--- config.mk ---
export PLATFORM = sky130hd
export DESIGN_NAME = pgrf_config_bank
export DESIGN_NICKNAME = d
export VERILOG_FILES = /design/src/common/pgrf_pkg.sv /design/src/hdl/pgrf_config_bank.sv
export SDC_FILE = /design/constraint.sdc
export NUM_CORES = 1
export LEC_CHECK = 0
export BUFFER_PORTS_ARGS = -buffer_cell sky130_fd_sc_hd__buf_4
export CORE_ASPECT_RATIO = 0.5
export CORE_UTILIZATION = 36
export CTS_CLUSTER_SIZE = 16
export DETAILED_ROUTE_END_ITERATION = 16
export SYNTH_ARGS = -nofsm -noshare
export SYNTH_HDL_FRONTEND = slang
export SYNTH_SLANG_ARGS = --single-unit
--- constraint.sdc ---
create_clock -name i_ref_clk -period 21.8 [get_ports i_ref_clk]
set_clock_uncertainty 0.2 [all_clocks]
set_input_delay 1.09 -clock i_ref_clk [delete_from_list [all_inputs] [get_ports i_ref_clk]]
set_output_delay 1.09 -clock i_ref_clk [all_outputs]
set_load 0.005 [all_outputs]
--- src/common/pgrf_pkg.sv ---
// Purpose: Constants and types of the power-good/ramp/fault config bank
// Assumes: 50 MHz reference clock, two outputs (pages)
// Notes:   Notes on behaviour list below
// Notes on behaviour
// - Power-good waits programmed delay, 0-500 ms, 125 ns.
// - Delay is linear-11 milliseconds, default 1 ms.
// - Ramp gain one shared byte, resets to 3.
// - Smaller gain lengthens rise, larger shortens it.
// - Four-phase group selects multiphase ramp mode.
// - Fast loop off in multiphase ramp, on after power-good.
// - Multiphase mode skips soft-off and fall time.
// - Multiphase shutdown tri-states high side, low low.
// - Standalone keeps fast loop and normal ramps.
// - Inductor linear-11 microhenries, default 0.3 uH.
// - Set mask bit blocks that fault's capture.
// - Mask bits 13..10 spread, phase, cpu, crc.
// - Mask bits 7..0 current, input, temp, vout.
// - Config bit 7 turns low side on for OV.
// - Fault declared after N+1 consecutive violations.
// - Config resets to zero, bits 6:4 unused.
// - Power-good open drain or push-pull per bit.
package pgrf_pkg;

  // Command codes
  localparam logic [7:0]  CMD_PG_DELAY   = 8'hd4;
  localparam logic [7:0]  CMD_RAMP_GAIN  = 8'hd5;
  localparam logic [7:0]  CMD_INDUCTOR   = 8'hd6;
  localparam logic [7:0]  CMD_CAP_MASK   = 8'hd7;
  localparam logic [7:0]  CMD_VF_CONFIG  = 8'hd8;

  // Reset values
  localparam logic [15:0] RST_PG_DELAY   = 16'hba00;
  localparam logic [7:0]  RST_RAMP_GAIN  = 8'h03;
  localparam logic [15:0] RST_INDUCTOR   = 16'hb133;
  localparam logic [15:0] RST_CAP_MASK   = 16'h0000;
  localparam logic [7:0]  RST_VF_CONFIG  = 8'h00;

  // Field layout
  localparam int          VF_LS_ON_BIT   = 7;
  localparam int          VF_CNT_MSB     = 3;
  localparam logic [7:0]  VF_USED_MASK   = 8'h8f;
  localparam logic [15:0] CAP_USED_MASK  = 16'h3cff;
  localparam int          L11_EXP_LSB    = 11;
  localparam logic [2:0]  PHASES_FOUR    = 3'h3;

  // Timing
  localparam int          CLK_PERIOD_NS  = 20;
  localparam int          PG_STEP_NS     = 125;
  localparam int          PG_MAX_MS      = 500;
  localparam int          STEPS_PER_MS   = 1000000 / PG_STEP_NS;
  localparam int          PG_MAX_STEPS   = PG_MAX_MS * STEPS_PER_MS;

  // Power-good state per output
  typedef enum logic [2:0] {
    PG_LOW  = 3'b001,
    PG_WAIT = 3'b010,
    PG_HIGH = 3'b100
  } pgrf_pg_e;

  // Command request from the bus front end
  typedef struct packed {
    logic        wr;
    logic        rd;
    logic        page;
    logic [7:0]  code;
    logic [15:0] wdata;
  } pgrf_cmd_s;

  // Register read answer
  typedef struct packed {
    logic        ack;
    logic        unmapped;
    logic [15:0] data;
  } pgrf_rsp_s;

endpackage : pgrf_pkg

--- src/hdl/pgrf_config_bank.sv ---
// Purpose: Power-good delay, ramp gain, inductor, capture mask, OV/UV config
// Assumes: Command layer already decoded; samples come from same clock
// Notes:   One page per output; gain and mask are global
`timescale 1ns/100ps
`default_nettype none

module pgrf_config_bank #(
  parameter int N_OUT = 2                       // Outputs (pages)
) (
  // Clock and reset
  input  wire logic                  i_ref_clk,
  input  wire logic                  i_rst_n,
  // Command port
  input  wire pgrf_pkg::pgrf_cmd_s   i_cmd,
  output var  pgrf_pkg::pgrf_rsp_s   o_rsp,
  // System configuration (same clock)
  input  wire logic [2:0]            i_phases_in_rail,
  input  wire logic                  i_pg_push_pull,
  // Per-output analog status (asynchronous pins)
  input  wire logic [N_OUT-1:0]      i_above_pg_thr,
  // Per-output monitor samples (same clock)
  input  wire logic [N_OUT-1:0]      i_sample_stb,
  input  wire logic [N_OUT-1:0]      i_ov_violation,
  input  wire logic [N_OUT-1:0]      i_uv_violation,
  input  wire logic [N_OUT-1:0]      i_shutdown,
  // Fault events for snapshot capture
  input  wire logic [15:0]           i_fault_events,
  // Power-good pin
  output logic      [N_OUT-1:0]      o_power_ok_pin_o,
  output logic      [N_OUT-1:0]      o_power_ok_pin_oe,
  // Control towards the loop and drivers
  output logic      [7:0]            o_ramp_gain,
  output logic                       o_multiphase_mode,
  output logic      [N_OUT-1:0]      o_adaptive_fast_loop,
  output logic      [N_OUT-1:0]      o_soft_off_allowed,
  output logic      [N_OUT-1:0]      o_high_side_tristate,
  output logic      [N_OUT-1:0]      o_low_side_force_low,
  output logic      [N_OUT-1:0]      o_low_side_on,
  output logic      [N_OUT-1:0]      o_out_voltage_high_fault,
  output logic      [N_OUT-1:0]      o_out_voltage_low_fault,
  output logic      [N_OUT*16-1:0]   o_inductor_value,
  output logic                       o_snapshot_req
);

  ////////////////////////////////////////////////////////////////////////
  // Global registers and decode

  logic [7:0]  ramp_gain_reg;                   // Shared ramp gain
  logic [15:0] cap_mask_reg;                    // Snapshot fault mask
  logic        mp_mode_reg;                     // Multiphase ramp mode
  logic        snap_reg;                        // Snapshot request
  pgrf_pkg::pgrf_rsp_s rsp_reg;                 // Read answer

  // One select per command code
  wire sel_gain = i_cmd.code == pgrf_pkg::CMD_RAMP_GAIN;
  wire sel_mask = i_cmd.code == pgrf_pkg::CMD_CAP_MASK;
  wire sel_dly  = i_cmd.code == pgrf_pkg::CMD_PG_DELAY;
  wire sel_ind  = i_cmd.code == pgrf_pkg::CMD_INDUCTOR;
  wire sel_vf   = i_cmd.code == pgrf_pkg::CMD_VF_CONFIG;
  wire mapped   = sel_gain | sel_mask | sel_dly | sel_ind | sel_vf;

  // Four-phase group forces multiphase ramp; two-phase is standalone
  wire mp_next  = i_phases_in_rail == pgrf_pkg::PHASES_FOUR;

  // Unmasked, used fault types raise a capture request
  wire [15:0] snap_hits = i_fault_events & ~cap_mask_reg
                          & pgrf_pkg::CAP_USED_MASK;

  // Full byte range kept; the ramp engine scales rise time by 1/gain
  always_ff @(posedge i_ref_clk or negedge i_rst_n) begin
    if (!i_rst_n) begin
      ramp_gain_reg <= pgrf_pkg::RST_RAMP_GAIN;
      cap_mask_reg  <= pgrf_pkg::RST_CAP_MASK;
      mp_mode_reg   <= 1'b0;
      snap_reg      <= 1'b0;
    end else begin
      if (i_cmd.wr && sel_gain) begin
        ramp_gain_reg <= i_cmd.wdata[7:0];
      end
      if (i_cmd.wr && sel_mask) begin
        cap_mask_reg  <= i_cmd.wdata;
      end
      // Mode tracks the phase count
      mp_mode_reg   <= mp_next;
      snap_reg      <= |snap_hits;
    end
  end

  ////////////////////////////////////////////////////////////////////////
  // Per-output registers and logic

  // Per-page words flattened for read-back
  logic [N_OUT*16-1:0] dly_all;                 // Delay words, flat
  logic [N_OUT*8-1:0]  vf_all;                  // Fault configs, flat

  // Fractional 125 ns step: advance by the clock period, wrap at step
  logic [7:0] step_acc_reg;                     // Sub-step accumulator
  logic       step_reg;                         // One-cycle step tick
  wire  [7:0] acc_sum = step_acc_reg + 8'(pgrf_pkg::CLK_PERIOD_NS);
  wire        acc_wrap = acc_sum >= 8'(pgrf_pkg::PG_STEP_NS);

  // Step tick shared by both outputs' delay timers
  always_ff @(posedge i_ref_clk or negedge i_rst_n) begin
    if (!i_rst_n) begin
      step_acc_reg <= 8'h00;
      step_reg     <= 1'b0;
    end else begin
      // Remainder kept so the mean step is exact
      step_acc_reg <= acc_wrap ?
                      acc_sum - 8'(pgrf_pkg::PG_STEP_NS) : acc_sum;
      step_reg     <= acc_wrap;
    end
  end

  // Linear-11 milliseconds to 125 ns steps, clamped to 500 ms
  function automatic logic [31:0] ms_to_steps(input logic [15:0] w);
    logic signed [4:0]  e;
    logic signed [10:0] m;
    logic        [47:0] p;
    // Signed exponent and mantissa
    e = w[15:pgrf_pkg::L11_EXP_LSB];
    m = w[10:0];
    p = 48'(pgrf_pkg::STEPS_PER_MS);
    if (m < 0) begin
      p = 48'h0;                                // Negative time: none
    end else begin
      p = p * 48'(m);
      p = (e < 0) ? (p >> (-e)) : (p << e);
    end
    if (p > 48'(pgrf_pkg::PG_MAX_STEPS)) begin
      p = 48'(pgrf_pkg::PG_MAX_STEPS);
    end
    ms_to_steps = p[31:0];
  endfunction : ms_to_steps

  // One slice per output page
  genvar g;
  generate
    for (g = 0; g < N_OUT; g++) begin : g_out
      logic [15:0] dly_reg;                     // Power-good delay word
      logic [15:0] ind_reg;                     // Inductor value word
      logic [7:0]  vf_reg;                      // Voltage fault config
      logic [1:0]  thr_sync_reg;                // Threshold synchroniser
      logic [31:0] pg_cnt_reg;                  // Delay steps elapsed
      pgrf_pkg::pgrf_pg_e pg_st_reg;            // Power-good state
      pgrf_pkg::pgrf_pg_e pg_st_next;
      logic [3:0]  ov_cnt_reg;                  // OV run length
      logic [3:0]  uv_cnt_reg;                  // UV run length
      logic        ov_flt_reg;                  // OV fault latched
      logic        uv_flt_reg;                  // UV fault latched
      logic        pg_out_reg;                  // Power-good pin data
      logic        pg_oe_reg;                   // Power-good pin enable
      logic        fast_reg;                    // Fast loop enable
      logic        soft_reg;                    // Soft-off allowed
      logic        hs_tri_reg;                  // High side tri-state
      logic        ls_low_reg;                  // Low side forced low
      logic        ls_on_reg;                   // Low side on for OV

      // Page decode and status terms
      wire wr_pg    = i_cmd.wr && (i_cmd.page == g);
      wire above    = thr_sync_reg[1];
      wire [31:0] target = ms_to_steps(dly_reg);
      wire dly_done = pg_cnt_reg >= target;
      wire [3:0] lim = vf_reg[pgrf_pkg::VF_CNT_MSB:0];
      wire ov_hit   = i_sample_stb[g] && i_ov_violation[g];
      wire uv_hit   = i_sample_stb[g] && i_uv_violation[g];
      wire pg_on    = pg_st_reg == pgrf_pkg::PG_HIGH;

      // Register writes for this page
      always_ff @(posedge i_ref_clk or negedge i_rst_n) begin
        if (!i_rst_n) begin
          dly_reg <= pgrf_pkg::RST_PG_DELAY;
          ind_reg <= pgrf_pkg::RST_INDUCTOR;
          vf_reg  <= pgrf_pkg::RST_VF_CONFIG;
        end else begin
          if (wr_pg && sel_dly) begin
            dly_reg <= i_cmd.wdata;
          end
          if (wr_pg && sel_ind) begin
            ind_reg <= i_cmd.wdata;
          end
          // Unused config bits always read zero
          if (wr_pg && sel_vf) begin
            vf_reg  <= i_cmd.wdata[7:0] & pgrf_pkg::VF_USED_MASK;
          end
        end
      end

      // Pin synchroniser, second stage only is read
      always_ff @(posedge i_ref_clk or negedge i_rst_n) begin
        if (!i_rst_n) begin
          thr_sync_reg <= 2'b00;
        end else begin
          thr_sync_reg <= {thr_sync_reg[0], i_above_pg_thr[g]};
        end
      end

      // Power-good sequencing; any dip restarts the wait
      always_comb begin
        case (pg_st_reg)
          pgrf_pkg::PG_LOW: begin
            pg_st_next = above ? pgrf_pkg::PG_WAIT : pgrf_pkg::PG_LOW;
          end
          pgrf_pkg::PG_WAIT: begin
            if (!above) begin
              pg_st_next = pgrf_pkg::PG_LOW;
            end else if (dly_done) begin
              pg_st_next = pgrf_pkg::PG_HIGH;
            end else begin
              pg_st_next = pgrf_pkg::PG_WAIT;
            end
          end
          pgrf_pkg::PG_HIGH: begin
            pg_st_next = above ? pgrf_pkg::PG_HIGH : pgrf_pkg::PG_LOW;
          end
          default: begin
            pg_st_next = pgrf_pkg::PG_LOW;
          end
        endcase
      end

      // Delay counter runs only while waiting uninterrupted
      always_ff @(posedge i_ref_clk or negedge i_rst_n) begin
        if (!i_rst_n) begin
          pg_st_reg  <= pgrf_pkg::PG_LOW;
          pg_cnt_reg <= 32'h0;
        end else begin
          pg_st_reg  <= pg_st_next;
          if (pg_st_next != pgrf_pkg::PG_WAIT) begin
            pg_cnt_reg <= 32'h0;
          end else if (step_reg) begin
            pg_cnt_reg <= pg_cnt_reg + 32'h1;
          end
        end
      end

      // Consecutive violation counters; an in-limit sample clears them
      always_ff @(posedge i_ref_clk or negedge i_rst_n) begin
        if (!i_rst_n) begin
          ov_cnt_reg <= 4'h0;
          uv_cnt_reg <= 4'h0;
          ov_flt_reg <= 1'b0;
          uv_flt_reg <= 1'b0;
        end else if (i_sample_stb[g]) begin
          // Saturate at the limit so a long run stays declared
          if (!ov_hit) begin
            ov_cnt_reg <= 4'h0;
          end else if (ov_cnt_reg < lim) begin
            ov_cnt_reg <= ov_cnt_reg + 4'h1;
          end
          if (!uv_hit) begin
            uv_cnt_reg <= 4'h0;
          end else if (uv_cnt_reg < lim) begin
            uv_cnt_reg <= uv_cnt_reg + 4'h1;
          end
          // Latched until the output is shut down
          if (ov_hit && ov_cnt_reg == lim) begin
            ov_flt_reg <= 1'b1;
          end
          if (uv_hit && uv_cnt_reg == lim) begin
            uv_flt_reg <= 1'b1;
          end
        // A strobe wins over shutdown, so no event is lost
        end else if (i_shutdown[g] && !ov_hit && !uv_hit) begin
          ov_flt_reg <= 1'b0;
          uv_flt_reg <= 1'b0;
        end
      end

      // Pin drive and loop/driver controls
      always_ff @(posedge i_ref_clk or negedge i_rst_n) begin
        if (!i_rst_n) begin
          pg_out_reg <= 1'b0;
          pg_oe_reg  <= 1'b1;
          fast_reg   <= 1'b1;
          soft_reg   <= 1'b1;
          hs_tri_reg <= 1'b0;
          ls_low_reg <= 1'b0;
          ls_on_reg  <= 1'b0;
        end else begin
          // Open drain drives only the low level
          pg_out_reg <= pg_on;
          pg_oe_reg  <= i_pg_push_pull | ~pg_on;
          // Fast loop held off during a multiphase ramp
          fast_reg   <= ~mp_mode_reg | pg_on;
          soft_reg   <= ~mp_mode_reg;
          hs_tri_reg <= mp_mode_reg & i_shutdown[g];
          ls_low_reg <= mp_mode_reg & i_shutdown[g];
          ls_on_reg  <= ov_flt_reg & vf_reg[pgrf_pkg::VF_LS_ON_BIT];
        end
      end

      // Flops straight to ports and read buses
      assign dly_all[g*16 +: 16]          = dly_reg;
      assign vf_all[g*8 +: 8]             = vf_reg;
      assign o_inductor_value[g*16 +: 16] = ind_reg;
      assign o_power_ok_pin_o[g]          = pg_out_reg;
      assign o_power_ok_pin_oe[g]         = pg_oe_reg;
      assign o_adaptive_fast_loop[g]      = fast_reg;
      assign o_soft_off_allowed[g]        = soft_reg;
      assign o_high_side_tristate[g]      = hs_tri_reg;
      assign o_low_side_force_low[g]      = ls_low_reg;
      assign o_low_side_on[g]             = ls_on_reg;
      assign o_out_voltage_high_fault[g]  = ov_flt_reg;
      assign o_out_voltage_low_fault[g]   = uv_flt_reg;
    end
  endgenerate

  ////////////////////////////////////////////////////////////////////////
  // Read path

  // Unknown codes read as zero
  wire [15:0] ind_sel = o_inductor_value[i_cmd.page*16 +: 16];
  wire [15:0] dly_sel = dly_all[i_cmd.page*16 +: 16];
  wire [7:0]  vf_sel  = vf_all[i_cmd.page*8 +: 8];
  wire [15:0] rd_mux  = sel_gain ? {8'h00, ramp_gain_reg} :
                        sel_mask ? cap_mask_reg :
                        sel_dly  ? dly_sel :
                        sel_ind  ? ind_sel :
                        sel_vf   ? {8'h00, vf_sel} : 16'h0000;

  // Answer one cycle after the read request
  always_ff @(posedge i_ref_clk or negedge i_rst_n) begin
    if (!i_rst_n) begin
      rsp_reg <= '0;
    end else begin
      rsp_reg.ack      <= i_cmd.rd;
      rsp_reg.unmapped <= i_cmd.rd & ~mapped;
      rsp_reg.data     <= i_cmd.rd ? rd_mux : 16'h0000;
    end
  end

  // Global outputs, each from a flop
  assign o_rsp             = rsp_reg;
  assign o_ramp_gain       = ramp_gain_reg;
  assign o_multiphase_mode = mp_mode_reg;
  assign o_snapshot_req    = snap_reg;

endmodule : pgrf_config_bank

`default_nettype wire

==> metrics.txt <==
VDD IR max 0.0000665 V; adder-cell area share of the yosys netlist 0.140; terminus of the critical flop-to-flop path g_out[0].pg_cnt_reg[7]; initial antenna violation count 0; Hold Crit Depth 0; DR pass1 iterations 6; Tmin final 12090 ps; Cell Area, Synth 26400 sq um; final instance area ~29000 sq um; final hold violation count 0; CP Data Required Time 22110 ps; hold-fix buffers at CTS 0; ys async rst share 1.00; first-pass GRT wire length ~150 mm; syn_area_per_cell 7.98 sq um; top cells by count, synth nor2_1 (321), nand2_1 (319), a21oi_1 (215); First DRT Iteration DRCs 3119; share of cells above drive strength 1 0.133; Syn Inst Count 3303; post-synthesis compound-gate area fraction 0.248; aggregate global routing overflow 0; xor/xnor share of the synthesized area 0.0365; Critical R2R Launch g_out[0].dly_reg[10]; most common cell in the netlist nor2_1; worst reg2reg path depth 36; GR peak layer met2; WL final a little over 90 mm; Die W roughly 380 um; htree depth 1; Synth Register Bits 232; slowest cell delay on critical path 800 ps; Max Root-Sink Buffers 3; mux cell area share after synthesis 0.0822; setup violators final 0; WL/cell 21.7 um; CTS Sinks roughly 230; hold_ws 130 ps; Synthesis Warnings 0; CP endpoint kind flip-flop; critical path arrival around 12000 ps; layout net count about 3600; vias in the first global route 24645; CTS resizes 0; Hold EP g_out[1].thr_sync_reg[1]; Final TNS setup 0 ps; global-route track usage on met1 0.358; crit path from g_out[0].dly_reg[10]; Slowest-stage cell, CP a2111oi_0; total design power 2.45 mW; total track usage 0.245; Worst slew margin 0.179; Worst-Margin Slew about 1200 ps; io pins 137; PD cells 84.7 nW/um^2; Setup WS post-layout 9710 ps; fin. max-slew vios 0; met3 GRT Util 0.0313; gpl congestion 0.967; Placed Area 28100 sq um; Core ar. between 70000 and 80000 sq um; HP Start g_out[1].thr_sync_reg[0]; TritonCTS buffer count 27; WS Path Type flip-flop to flip-flop; initial core utilization 0.367; Top FF cell, synth dfrtp_1; setup bufs post-CTS 0; die height 193 um; unrepaired setup endpoints after global routing false; Post-Synth Simple-Gate Area 0.209; clk_lat worst skew between 500 and 600 ps; Synth area leader dfrtp_1; Crit Path Max Fanout 54; Worst setup SP type flip-flop; max FFs per register 64; R2R Setup Slk 9710 ps; via count around 26000; CTS tree yes; clock root cell clkbuf_16; max-cap viol count 0; f_max 0.0827 GHz; Die Footprint 74400 sq um; number of synthesized flops with an enable pin 0; Buffers on Ports 132; worst hold path class flip-flop to flip-flop; met2 GRT Util 0.376; diode count 0; Area growth syn-to-layout 9.89%; cell mode on critical path a21o_1; largest cells by area after synthesis dfrtp_1 (19%), ha_1 (8.4%), fa_1 (5.6%); post-synthesis sequential area ratio 0.222; Routed Antenna Nets 0; largest net degree at the start of global routing 97; main combinational cell family by area after synthesis compound AO/OA/AOI/OAI gates; num rows 69; detailed placement HPWL 70.7 mm; Unique masters post-synth approximately 110; Worst-path clk slew 60 ps; status finished clean; drt via density ~6; top-area cell type share of the netlist area 0.187; DRC viols 0; Static Leak around 12 nW; final period utilization 0.555; pre-CTS setup slack about 9800 ps
critical path, delay by kind of cell, from the launching register on:
kind	cells	cell delay [ps]
buffers and inverters	5	1000
AO/OA/AOI/OAI	15	5000
AND/OR/NAND/NOR	10	2570
adder cells (fa/ha/maj)	6	2760
flip-flops	1	370
cell families after synthesis:
family | after synthesis
multiplexers | 191
adder cells (fa/ha/maj) | 250
AO/OA/AOI/OAI | 962
flip-flops | 232
XOR/XNOR | 109
other | 1
AND/OR/NAND/NOR | 1146
buffers and inverters | 412
through the flow:
stage	util	instances
after floorplan	-	3322
after CTS	0.404	4293
final	0.404	4293
after global routing	0.404	4293
after global placement	0.392	4243
after detailed placement	0.392	4243
worst max path at each step:
stage | endpoint | slack, ps | cells past startpoint
2_1_floorplan | g_out[0].pg_cnt_reg[10] | 11810 | 45
5_1_grt | g_out[0].pg_cnt_reg[7] | 8910 | 41
4_1_cts | g_out[0].pg_cnt_reg[7] | 9830 | 41
6_report | g_out[0].pg_cnt_reg[7] | 9710 | 36
3_5_place_dp | g_out[0].pg_cnt_reg[7] | 9850 | 41
3_3_place_gp | g_out[0].pg_cnt_reg[6] | 10010 | 41
metal layers:
metal | vias to the layer above | wire (um)
li1 | 12094 | -
met1 | 12534 | 43400
met2 | 1012 | 40400
met3 | 181 | 6210
met4 | 0 | 2950
met5 | - | 0
cell usage in the layout, fill, tap and decap left out, types with 35 or more instances in the layout:
cell type  instances
nand3_1          101
a211oi_1          44
nand4_1           59
o21ai_0          210
mux2i_1           76
nor3_1            78
nor2_1           320
a21oi_1          214
nand2_1          319
inv_1            197
xor2_1            55
ha_1             176
fa_1              74
a31oi_1           43
a21o_1            39
xnor2_1           45
o211ai_1          41
buf_4            171
nand2b_1          37
dfstp_2           35
dfrtp_1          195
nor2b_1           39
mux2_2           105
where the power goes:
group,switching [mW],leakage [nW],total (mW),internal [mW]
registers,0.0209,2.99,0.470,0.449
logic,1.00,9.07,1.53,0.535
clock network,0.199,0.419,0.450,0.251
total,1.22,12.5,2.45,1.23
area by class of cell:
cell class	instances	area [sq um]
fill	7321	42800
multi-input combinational	2678	19000
sequential	232	5850
timing repair buffer	172	1300
tap	958	1200
inverter	203	762
clock buffer	38	737
clock inverter	12	118
Power figures use the tool's default switching activity.
